## src/core/link_port_defines.svh

```systemverilog
// Offsets, field positions, reset values and timing counts of the link port.
// Assumes inclusion by bare name from files under core/.
//
// Operation
// - Separate eight-bit input and output data buses face the line unit.
// - Line read address is four bits: top bit low, low three select register.
// - Line write address is four bits: top bit enables, low three select.
// - Read and write addresses can be presented independently in one cycle.
// - A control interface gives the line unit clock sync and data strobe.
// - Eight byte addresses decoded; bytes individually accessible, pairs form four words; code decodes host_addr[2:1] only, host_be picks the byte.
// - Bytes zero and two hold handshakes; bytes four to seven are the data port.
// - Host sets request-in with function code; device answers setting ready-in.
// - Host loads data, clears request-in; device takes data, clears ready-in.
// - Device loads data port first, then sets ready-out with function code.
`ifndef LINK_PORT_DEFINES_SVH
`define LINK_PORT_DEFINES_SVH

// ============================================================
// Register byte offsets
`define OFF_IN_HS 3'h0
`define OFF_OUT_HS 3'h2
`define OFF_DATA_LO 3'h4
`define OFF_DATA_HI 3'h6

// ============================================================
// Field positions
`define FUNC_LSB 0
`define FUNC_MSB 3
`define REQ_IN_BIT 5
`define RDY_IN_BIT 7
`define RDY_OUT_BIT 7
`define LU_ADDR_TOP 3

// ============================================================
// Reset values
`define RST_BYTE 8'h00
`define RST_FUNC 4'h0
`define RST_DATA 32'h0000_0000

// ============================================================
// Timing counts
`define LU_RD_WAIT 2'h3
`define CLK_SYNC_DIV 4'hF

`endif

```

## src/core/link_port_pkg.sv

```systemverilog
// Types shared by the link port modules.
// Assumes link_port_defines.svh supplies the numeric constants.
package link_port_pkg;
	typedef logic [7:0] byte_t;
	typedef logic [3:0] func_t;
	typedef logic [2:0] lu_sel_t;
	typedef logic [3:0] lu_addr_t;
	typedef logic [31:0] data_t;
	typedef struct packed {
		func_t func;
		data_t data;
	} in_word_t;
	typedef enum logic [0:0] {IN_IDLE, IN_GRANT} in_state_t;
	typedef enum logic [0:0] {OUT_IDLE, OUT_LOAD} out_state_t;
	typedef enum logic [1:0] {RD_IDLE, RD_WAIT, RD_DONE} rd_state_t;
endpackage : link_port_pkg

```

## src/core/word_buf_if.sv

```systemverilog
// Valid/ready carrier between the port logic and its inward buffer.
// Assumes one clock shared by both ends.
`timescale 1ns/10ps
`default_nettype none
interface word_buf_if;
	import link_port_pkg::*;
	logic push_valid;
	logic push_ready;
	in_word_t push_data;
	logic pop_valid;
	logic pop_ready;
	in_word_t pop_data;
	modport buffer (input push_valid, push_data, pop_ready,
		output push_ready, pop_valid, pop_data);
	modport owner (output push_valid, push_data, pop_ready,
		input push_ready, pop_valid, pop_data);
endinterface : word_buf_if
`default_nettype wire

```

## src/core/word_buf2.sv

```systemverilog
// Two-entry buffer for inward words, honest full and empty.
// Assumes an active-low reset, released synchronously by the port top.
`timescale 1ns/10ps
`default_nettype none
module word_buf2 (
	input wire logic clk,
	input wire logic rst_n,
	word_buf_if.buffer bus
);
	import link_port_pkg::*;

	in_word_t mem_q [2];
	in_word_t mem_d [2];
	logic wr_ptr_q, wr_ptr_d, rd_ptr_q, rd_ptr_d;
	logic [1:0] cnt_q, cnt_d;
	logic push, pop;

	// ============================================================
	// Flags and next state
	assign bus.push_ready = (cnt_q != 2'h2);
	assign bus.pop_valid = (cnt_q != 2'h0);
	assign bus.pop_data = mem_q[rd_ptr_q];
	assign push = bus.push_valid && bus.push_ready;
	assign pop = bus.pop_valid && bus.pop_ready;

	always_comb begin
		mem_d = mem_q;
		if (push) begin
			mem_d[wr_ptr_q] = bus.push_data;
		end
		wr_ptr_d = push ? ~wr_ptr_q : wr_ptr_q;
		rd_ptr_d = pop ? ~rd_ptr_q : rd_ptr_q;
		cnt_d = cnt_q + {1'b0, push} - {1'b0, pop};
	end

	always_ff @(posedge clk or negedge rst_n) begin
		if (!rst_n) begin
			mem_q[0] <= '0;
			mem_q[1] <= '0;
			wr_ptr_q <= 1'b0;
			rd_ptr_q <= 1'b0;
			cnt_q <= 2'h0;
		end else begin
			mem_q <= mem_d;
			wr_ptr_q <= wr_ptr_d;
			rd_ptr_q <= rd_ptr_d;
			cnt_q <= cnt_d;
		end
	end
endmodule : word_buf2
`default_nettype wire

```

## src/core/link_port.sv

```systemverilog
// Host register port and line unit interface of the link processor.
// Assumes one clock mclk; host strobes are synchronous to mclk.
`timescale 1ns/10ps
`default_nettype none
`include "link_port_defines.svh"
module link_port (
	input wire logic mclk,
	input wire logic nrst,
	input wire logic [2:0] host_addr,
	input wire logic [1:0] host_be,
	input wire logic host_wr,
	input wire logic host_rd,
	input wire logic [15:0] host_wdata,
	output logic [15:0] host_rdata,
	output logic host_rvalid,
	output logic in_valid,
	input wire logic in_ready,
	output link_port_pkg::func_t in_func,
	output link_port_pkg::data_t in_data,
	input wire logic out_valid,
	output logic out_ready,
	input wire link_port_pkg::func_t out_func,
	input wire link_port_pkg::data_t out_data,
	input wire logic lu_rd_req,
	input wire link_port_pkg::lu_sel_t lu_rd_sel,
	output logic lu_rd_busy,
	output logic lu_rd_done,
	output link_port_pkg::byte_t lu_rd_result,
	input wire logic lu_wr_req,
	input wire link_port_pkg::lu_sel_t lu_wr_sel,
	input wire link_port_pkg::byte_t lu_wr_byte,
	output link_port_pkg::lu_addr_t lu_in_addr,
	input wire link_port_pkg::byte_t lu_in_bus,
	output link_port_pkg::lu_addr_t lu_out_addr,
	output link_port_pkg::byte_t lu_out_bus,
	output logic lu_clk_sync,
	output logic lu_data_strobe
);
	import link_port_pkg::*;

	// Byte lane selected at a given register offset; reads only its arguments
	// so that continuous assignments see every change of its inputs
	function automatic logic lane_wr(input logic [2:0] a, input logic [1:0] be,
		input logic [2:0] off, input int lane);
		lane_wr = (a[2:1] == off[2:1]) && be[lane];
	endfunction : lane_wr

	// ============================================================
	// Reset release
	logic rst_s1_q, rst_s2_q;
	logic rst_n;
	always_ff @(posedge mclk or negedge nrst) begin
		if (!nrst) begin
			rst_s1_q <= 1'b0;
			rst_s2_q <= 1'b0;
		end else begin
			rst_s1_q <= 1'b1;
			rst_s2_q <= rst_s1_q;
		end
	end
	assign rst_n = rst_s2_q;

	// ============================================================
	// Inward buffer
	// Words wait here so a stalled receiver loses nothing
	word_buf_if wb ();
	word_buf2 u_buf (
		.clk(mclk),
		.rst_n(rst_n),
		.bus(wb.buffer)
	);
	assign in_valid = wb.pop_valid;
	assign wb.pop_ready = in_ready;
	assign in_func = wb.pop_data.func;
	assign in_data = wb.pop_data.data;

	// ============================================================
	// Host visible registers and handshake state
	// Host strobes share mclk, so they need no synchroniser
	func_t func_in_q, func_in_d, func_out_q, func_out_d;
	logic host_request_in_q, host_request_in_d;
	logic device_ready_in_q, device_ready_in_d;
	logic device_ready_out_q, device_ready_out_d;
	byte_t data_port_q [4];
	byte_t data_port_d [4];
	in_state_t in_st_q, in_st_d;
	out_state_t out_st_q, out_st_d;
	logic port_load;
	data_t data_word;
	logic in_hs_we, out_hs_we;
	logic [3:0] dp_we;

	// ============================================================
	// Byte lane write enables
	assign in_hs_we = host_wr && lane_wr(host_addr, host_be, `OFF_IN_HS, 0);
	assign out_hs_we = host_wr && lane_wr(host_addr, host_be, `OFF_OUT_HS, 0);
	for (genvar g = 0; g < 4; g++) begin : g_dp_we
		assign dp_we[g] = host_wr
			&& lane_wr(host_addr, host_be, (g < 2) ? `OFF_DATA_LO : `OFF_DATA_HI, g % 2);
	end

	assign data_word = {data_port_q[3], data_port_q[2], data_port_q[1], data_port_q[0]};
	assign wb.push_data = '{func: func_in_q, data: data_word};
	assign wb.push_valid = (in_st_q == IN_GRANT) && !host_request_in_q;
	assign port_load = (out_st_q == OUT_IDLE) && (in_st_q == IN_IDLE) && !host_request_in_q
		&& !device_ready_out_q;
	assign out_ready = port_load && out_valid;

	always_comb begin
		func_in_d = func_in_q;
		host_request_in_d = host_request_in_q;
		device_ready_in_d = device_ready_in_q;
		device_ready_out_d = device_ready_out_q;
		func_out_d = func_out_q;
		data_port_d = data_port_q;
		in_st_d = in_st_q;
		out_st_d = out_st_q;
		if (in_hs_we) begin
			func_in_d = host_wdata[`FUNC_MSB:`FUNC_LSB];
			host_request_in_d = host_wdata[`REQ_IN_BIT];
		end
		if (out_hs_we && !host_wdata[`RDY_OUT_BIT]) begin
			device_ready_out_d = 1'b0;
		end
		for (int i = 0; i < 4; i++) begin
			if (dp_we[i]) begin
				data_port_d[i] = host_wdata[8*(i%2) +: 8];
			end
		end
		unique case (in_st_q)
			IN_IDLE: begin
				// Ready-in waits while the outward side owns the port
				if (host_request_in_q && !device_ready_out_q && out_st_q == OUT_IDLE) begin
					device_ready_in_d = 1'b1;
					in_st_d = IN_GRANT;
				end
			end
			IN_GRANT: begin
				// A full buffer stalls here with ready-in still high
				if (wb.push_valid && wb.push_ready) begin
					device_ready_in_d = 1'b0;
					in_st_d = IN_IDLE;
				end
			end
		endcase
		unique case (out_st_q)
			OUT_IDLE: begin
				if (out_ready) begin
					data_port_d = '{out_data[7:0], out_data[15:8], out_data[23:16],
						out_data[31:24]};
					func_out_d = out_func;
					out_st_d = OUT_LOAD;
				end
			end
			OUT_LOAD: begin
				// Set after the load; wins over a host clear in the same cycle
				device_ready_out_d = 1'b1;
				out_st_d = OUT_IDLE;
			end
		endcase
	end

	always_ff @(posedge mclk or negedge rst_n) begin
		if (!rst_n) begin
			func_in_q <= `RST_FUNC;
			func_out_q <= `RST_FUNC;
			host_request_in_q <= 1'b0;
			device_ready_in_q <= 1'b0;
			device_ready_out_q <= 1'b0;
			data_port_q <= '{`RST_BYTE, `RST_BYTE, `RST_BYTE, `RST_BYTE};
			in_st_q <= IN_IDLE;
			out_st_q <= OUT_IDLE;
		end else begin
			func_in_q <= func_in_d;
			func_out_q <= func_out_d;
			host_request_in_q <= host_request_in_d;
			device_ready_in_q <= device_ready_in_d;
			device_ready_out_q <= device_ready_out_d;
			data_port_q <= data_port_d;
			in_st_q <= in_st_d;
			out_st_q <= out_st_d;
		end
	end

	// ============================================================
	// Host read path
	// Odd handshake bytes read as zero
	logic [15:0] rdata_d;
	logic rvalid_d;
	always_comb begin
		rdata_d = host_rdata;
		rvalid_d = host_rd;
		if (host_rd) begin
			unique case (host_addr[2:1])
				2'h0: rdata_d = {8'h00, device_ready_in_q, 1'b0, host_request_in_q, 1'b0,
					func_in_q};
				2'h1: rdata_d = {8'h00, device_ready_out_q, 3'h0, func_out_q};
				2'h2: rdata_d = {data_port_q[1], data_port_q[0]};
				2'h3: rdata_d = {data_port_q[3], data_port_q[2]};
			endcase
		end
	end

	always_ff @(posedge mclk or negedge rst_n) begin
		if (!rst_n) begin
			host_rdata <= 16'h0000;
			host_rvalid <= 1'b0;
		end else begin
			host_rdata <= rdata_d;
			host_rvalid <= rvalid_d;
		end
	end

	// ============================================================
	// Line unit read channel
	// Input bus passes two flops; the read wait covers their latency
	byte_t lu_in_s1_q, lu_in_s2_q;
	rd_state_t rd_st_q, rd_st_d;
	logic [1:0] rd_cnt_q, rd_cnt_d;
	lu_addr_t lu_in_addr_d;
	byte_t rd_result_d;

	always_comb begin
		rd_st_d = rd_st_q;
		rd_cnt_d = rd_cnt_q;
		lu_in_addr_d = lu_in_addr;
		rd_result_d = lu_rd_result;
		unique case (rd_st_q)
			RD_IDLE: begin
				if (lu_rd_req) begin
					lu_in_addr_d = {1'b0, lu_rd_sel};
					rd_cnt_d = `LU_RD_WAIT;
					rd_st_d = RD_WAIT;
				end
			end
			RD_WAIT: begin
				rd_cnt_d = rd_cnt_q - 2'h1;
				if (rd_cnt_q == 2'h1) begin
					rd_result_d = lu_in_s2_q;
					rd_st_d = RD_DONE;
				end
			end
			RD_DONE: begin
				rd_st_d = RD_IDLE;
			end
			default: begin
				rd_st_d = RD_IDLE;
			end
		endcase
	end

	assign lu_rd_busy = (rd_st_q != RD_IDLE);
	assign lu_rd_done = (rd_st_q == RD_DONE);

	always_ff @(posedge mclk or negedge rst_n) begin
		if (!rst_n) begin
			lu_in_s1_q <= 8'h00;
			lu_in_s2_q <= 8'h00;
			rd_st_q <= RD_IDLE;
			rd_cnt_q <= 2'h0;
			lu_in_addr <= 4'h0;
			lu_rd_result <= 8'h00;
		end else begin
			lu_in_s1_q <= lu_in_bus;
			lu_in_s2_q <= lu_in_s1_q;
			rd_st_q <= rd_st_d;
			rd_cnt_q <= rd_cnt_d;
			lu_in_addr <= lu_in_addr_d;
			lu_rd_result <= rd_result_d;
		end
	end

	// ============================================================
	// Line unit write channel and control signals
	// Write enable and strobe last one cycle, so each request writes once
	lu_addr_t lu_out_addr_d;
	byte_t lu_out_bus_d;
	logic strobe_d, sync_d;
	logic [3:0] div_q, div_d;

	always_comb begin
		lu_out_addr_d = {1'b0, lu_out_addr[2:0]};
		lu_out_bus_d = lu_out_bus;
		strobe_d = 1'b0;
		if (lu_wr_req) begin
			lu_out_addr_d = {1'b1, lu_wr_sel};
			lu_out_bus_d = lu_wr_byte;
			strobe_d = 1'b1;
		end
		// Sync pulses once per divider period
		div_d = (div_q == `CLK_SYNC_DIV) ? 4'h0 : div_q + 4'h1;
		sync_d = (div_q == `CLK_SYNC_DIV);
	end

	always_ff @(posedge mclk or negedge rst_n) begin
		if (!rst_n) begin
			lu_out_addr <= 4'h0;
			lu_out_bus <= 8'h00;
			lu_data_strobe <= 1'b0;
			lu_clk_sync <= 1'b0;
			div_q <= 4'h0;
		end else begin
			lu_out_addr <= lu_out_addr_d;
			lu_out_bus <= lu_out_bus_d;
			lu_data_strobe <= strobe_d;
			lu_clk_sync <= sync_d;
			div_q <= div_d;
		end
	end
endmodule : link_port
`default_nettype wire

```

## config.mk

```make
export PLATFORM = sky130hd
export DESIGN_NAME = link_port
export DESIGN_NICKNAME = d
export VERILOG_FILES = /design/src/core/link_port_pkg.sv /design/src/core/word_buf_if.sv /design/src/core/word_buf2.sv /design/src/core/link_port.sv
export VERILOG_INCLUDE_DIRS = /design/src /design/src/core
export SDC_FILE = /design/constraint.sdc
export NUM_CORES = 1
export LEC_CHECK = 0
export BUFFER_PORTS_ARGS = -buffer_cell sky130_fd_sc_hd__buf_2
export CAP_MARGIN = 30
export CELL_PAD_IN_SITES_DETAIL_PLACEMENT = 1
export CELL_PAD_IN_SITES_GLOBAL_PLACEMENT = 2
export CORE_UTILIZATION = 30
export DETAILED_ROUTE_END_ITERATION = 10
export GPL_TIMING_DRIVEN = 1
export PLACE_DENSITY_LB_ADDON = 0.1
export SYNTH_ARGS = -nofsm -noshare
export SYNTH_HDL_FRONTEND = slang
export SYNTH_SLANG_ARGS = --single-unit
export TNS_END_PERCENT = 20
```

## constraint.sdc

```tcl
create_clock -name mclk -period 7.77 [get_ports mclk]
set_input_delay 0.3885 -clock mclk [delete_from_list [all_inputs] [get_ports mclk]]
set_output_delay 0.3885 -clock mclk [all_outputs]
set_load 0.02 [all_outputs]
```

# After elaboration in Yosys (flattened, before gate mapping)
# Index checks and enable logic that the tools add are counted.
# classes
n_lt_le_gt_ge	3
eq_ne	12
n_reduce_logical	38
add_sub_neg	4
muxes	31
bitwise	6
# ops
op	n
$mux W36	4
$bwmux W72	1
$mux W32	2
$pmux W16 S4	1
$demux W36 S1	1
$mux W8	4
$logic_and A1 B1 Y1	23
$reduce_and A2 Y1	6
$mux W1	8
$mux W4	2
$pmux W2 S2	2
$reduce_bool A2 Y1	4
$eq A2 B1 Y1 const B	3
$eq A2 B2 Y1 const B	3
$mux W2	3
$ne A2 B2 Y1 const B	3
$pmux W1 S2	3
$add A4 B1 Y4 const B	1
$eq A4 B4 Y1 const B	1
$ge A2 B2 Y1 const B	2
$logic_not A2 Y1	2
$ne A2 B1 Y1 const B	2
$not A1 Y1	4
$not A1 Y2	2
other kinds (5)	7
# totals
reg_bits	189
output_inout_bits	83
elab_cells	128

# Longest topological paths before layout
# depth
ltp_word	7
mapped_depth	7

# Cells and area by module
# A second synthesis with hierarchy kept.
# unflattened
cells_unflattened	524
area_unflattened_um2	8323.0
# by_module_without_submodules
module	seq_area_each_um2	area_per_inst_um2	instances	cells_each
link_port	2802.7	4708.3	1	315
word_buf2	1901.8	3614.7	1	209

# Worst setup path after synthesis
# Ideal clock, no wire load.
# synth_timing
path_kind	reg2reg
start	register u_buf.cnt_q[1]
end	register u_buf.cnt_q[1]
arrival_ns	1.666
period_less_slack_ns	1.789
path_stages_with_launch	8
slack_ns	5.981
t_required_ns	7.647
setup_ns	0.123
cell_sequence	dfrtp_1 -> or2_2 -> and2_1 -> ha_1 -> inv_1 -> ha_1 -> xnor2_1 -> xnor2_1
# synth_via
word_cells_on_any_way	6
cone_classes	add/sub: 2; eq/ne: 1; reduce/logical: 3
# synth_rtl
item	line	source
start, declared	word_buf2.sv:15	logic [1:0] cnt_q, cnt_d;
start signal, assigned	word_buf2.sv:47	cnt_q <= cnt_d;
$reduce_bool A2 Y1	word_buf2.sv:21	assign bus.pop_valid = (cnt_q != 2'h0);
net in_valid	link_port.sv:16	output logic in_valid,
$logic_and A1 B1 Y1	word_buf2.sv:24	assign pop = bus.pop_valid && bus.pop_ready;
net u_buf.pop	word_buf2.sv:16	logic push, pop;
$sub A2 B1 Y2	word_buf2.sv:33	cnt_d = cnt_q + {1'b0, push} - {1'b0, pop};
net u_buf.cnt_d[1]	word_buf2.sv:15	
# The timed path passes the listed nets, and every way through them passes these cells.
# A chain may end at the register's enable or synchronous reset.

# Worst setup path after layout
# layout_timing
start	register in_st_q
end	output port out_ready
# layout_via
elab_chain_cells	5
# layout_lines
item	line	source
start, declared	link_port.sv:86	in_state_t in_st_q, in_st_d;
start signal, assigned	link_port.sv:180	in_st_q <= in_st_d;
$not A1 Y1	-	
$logic_and A1 B1 Y1 (2 in a row)	link_port.sv:105	assign port_load = (out_st_q == OUT_IDLE) && (in_st_q == IN_IDLE) && !host_request_in_q
$logic_and A1 B1 Y1	link_port.sv:106	&& !device_ready_out_q;
$logic_and A1 B1 Y1	link_port.sv:107	assign out_ready = port_load && out_valid;
end, declared	link_port.sv:21	output logic out_ready,
# No other way between the ends.

==> impl_metrics.env <==
export IMPL_critPathKind="flop to output pin"
export IMPL_grt_setup_unrepaired="false"
export IMPL_layout_common_cells="dfrtp_1, buf_2, mux2_2"
export IMPL_die_h_um=164
export IMPL_slew_headroom_pct=43.9
export IMPL_drt_iter0_markers=232
export IMPL_syn_area_per_cell_um2=14.4
export IMPL_dpl_hpwl_um=14700
export IMPL_antenna_found_initial=2
export IMPL_max_cap_violations=0
export IMPL_fin_ws_ns=4.80
export IMPL_p_leak_uw=0.00468
export IMPL_ant_nets=0
export IMPL_yosysSeqAreaShare_pct=59.5
export IMPL_clkSinkCount=188
export IMPL_hp_class="input port to flop"
export IMPL_cts_setup_buffers=0
export IMPL_insertion_delay_ns=0.43
export IMPL_grt_pass1_wl_um=33500
export IMPL_wirelength_um=21600
export IMPL_end_kind="output pin"
export IMPL_final_common_cell="dfrtp_1"
export IMPL_grt_pass1_vias=5539
export IMPL_synth_seq_cells=188
export IMPL_hold_slack_ns=0.0597
export IMPL_dp_slack_ns=5.18
export IMPL_cts_resized_gates=0
export IMPL_fin_nets=805
export IMPL_hold_violations=0
export IMPL_start_kind="flop"
export IMPL_max_stage_delay_ns=0.51
export IMPL_vias=5066
export IMPL_hold_buffers=1
export IMPL_cp_required_ns=7.38
export IMPL_initial_core_util_pct=30.4
export IMPL_drv_slew=0
export IMPL_p_total_uw=3960
export IMPL_drt_pass1_iter_count=4
export IMPL_synth_area_um2=7910
export IMPL_arrival_ns=2.58
export IMPL_track_usage_pct=16.9
export IMPL_clockBufferDepth=2
export IMPL_path_buf_inv=3
export IMPL_worst_path_max_delay_cell="inv_2"
export IMPL_row_count=59
export IMPL_status="complete, no violations"
export IMPL_path_clk_slew_ns=0.08
export IMPL_finalSetupTns_ns=0
export IMPL_dieArea_um2=27000
export IMPL_design_core_area_um2=26000
export IMPL_syn_nets=640
export IMPL_finalSetupViolCount=0
export IMPL_crit_path_cell_trace="nor4_4 -> buf_4 -> nand2_4 -> inv_2 -> buf_2"
export IMPL_htree_num_levels=4
export IMPL_cts_tree="done"
export IMPL_fp_dieW_um=164
export IMPL_drive_gt1_share_pct=52.4
export IMPL_pwr_density_cell_nw_per_um2=407
export IMPL_ys_warn_count=0
export IMPL_final_seq_area_um2=4710
export IMPL_clock_root_buffer="clkbuf_16"
export IMPL_syn_inst=549
export IMPL_io_pins=170
export IMPL_ir_drop_mv=0.121
export IMPL_gp_congestion=0.742
export IMPL_cp_top_family="buffers and inverters"
export IMPL_path_max_fanout=30
export IMPL_final_fill_count=2741
export IMPL_tightest_slew_ns=0.837
export IMPL_drc=0
export IMPL_synth_distinct_cells=41
export IMPL_multiInputGateArea_um2=2980
export IMPL_layout_min_cycle_time_ns=2.97
export IMPL_port_buffers=167
export IMPL_gr_total_overflow=0
export IMPL_syn2layout_area_growth_pct=23.0
export IMPL_grt_max_degree=61
export IMPL_finalCritPeriodShare_pct=38.2
export IMPL_drt_wirelength_per_cell_um=20.3
export IMPL_skew_ns=0.0129
export IMPL_detail_route_vias_per_cell=4.77
export IMPL_fmax_mhz=337
export IMPL_tritoncts_num_buffers=17
## metrics by stage
step           instance area, um^2  std cells  utilization, %
6_report                      9720       1063            37.4
5_1_grt                       9720       1063            37.4
4_1_cts                       9720       1062            37.4
3_5_place_dp                  9110       1029            35.1
3_3_place_gp                  9060       1026            34.9
2_1_floorplan                 7910        549               -
## cell usage after synthesis, drive strengths merged
library cell  instances  area share (%)
nand4                 2            0.32
and2                  1           0.079
conb                  2           0.095
o21ai                27             1.7
or4b                  1            0.13
inv                  20            0.95
o22a                  1            0.11
mux2i                36             4.6
nor4bb                1            0.13
nor4b                 1            0.11
nand2                 3            0.24
a21o                  3            0.28
dfrtp               188              60
nand4b                3            0.41
nand3                26             1.6
ha                    4            0.63
and3                  1           0.079
a22oi                 1           0.095
buf                  21             1.6
nand2b                2            0.16
nor3                  1           0.063
xor2                  2            0.22
clkbuf                9            0.44
nor2b                 1           0.079
a21oi                 2            0.13
nand3b                1           0.095
o22ai                10            0.79
nor2                  7            0.33
or2                   3            0.24
nor4                  1            0.27
mux4                  5             1.4
mux2                160              23
xnor2                 3            0.33
## sequential cells by signal, summed over array words and instances, names as in the netlist, 3 cells and up
name and count:
func_out_q 4, u_buf.mem_q 72, func_in_q 4, host_rdata 16, lu_out_bus 8, lu_in_s1_q 8, lu_rd_result 8, lu_out_addr 4
data_port_q 32, lu_in_s2_q 8, div_q 4, lu_in_addr 3
## metal layers
layer,vias up,global-route usage [%],routed length [um]
met1,2623,23.1,9980
met5,-,0,10
li1,2292,-,-
met2,131,27.5,10500
met3,18,3.11,939
met4,2,4.71,226
## final timing paths
check	from	end	slack [ns]	depth (start not counted)
max	in_st_q$_DFF_PN0_	out_ready	4.80	5
min	lu_in_bus[0]	lu_in_s1_q[0]$_DFF_PN0_	0.06	1
max reg2reg	in_st_q$_DFF_PN0_	func_out_q[0]$_DFFE_PN0P_	5.39	5
min reg2reg	rst_n$_DFF_PN0_	lu_in_s1_q[4]$_DFF_PN0_	0.34	0
max in group asynchronous	rst_n$_DFF_PN0_	u_buf.mem_q[30]$_DFFE_PN0P_	6.17	1
min in group asynchronous	nrst	rst_n$_DFF_PN0_	0.27	2
## power by group
part           internal (uW)  switching [uW]  leakage [uW]
clock network            462             426      0.000297
registers               1360             289       0.00229
logic                    700             726       0.00210
## cell families (layout without fill, tap and decap cells)
family          count (synthesis)  in the layout  share of synthesized area, %
compound gates                 44             44                          3.12
simple gates                   55             55                          4.37
mux                           201            201                          28.8
flops                         188            188                          59.5
xor+xnor                        5              5                         0.554
other cells                     2              3                        0.0950
buf+inv                        50            228                          2.96
fa+ha+maj                       4              4                         0.633
## layout make-up
type | instances | area share (%)
Sequential cell | 188 | 48.4
Inverter | 20 | 0.772
Antenna cell | 1 | 0.0257
Multi-Input combinational cell | 311 | 30.7
Clock buffer | 17 | 4.38
Timing Repair Buffer | 176 | 9.63
Clock inverter | 15 | 1.78
Tap cell | 335 | 4.31
No activity file was read; power rests on OpenSTA's default activity.
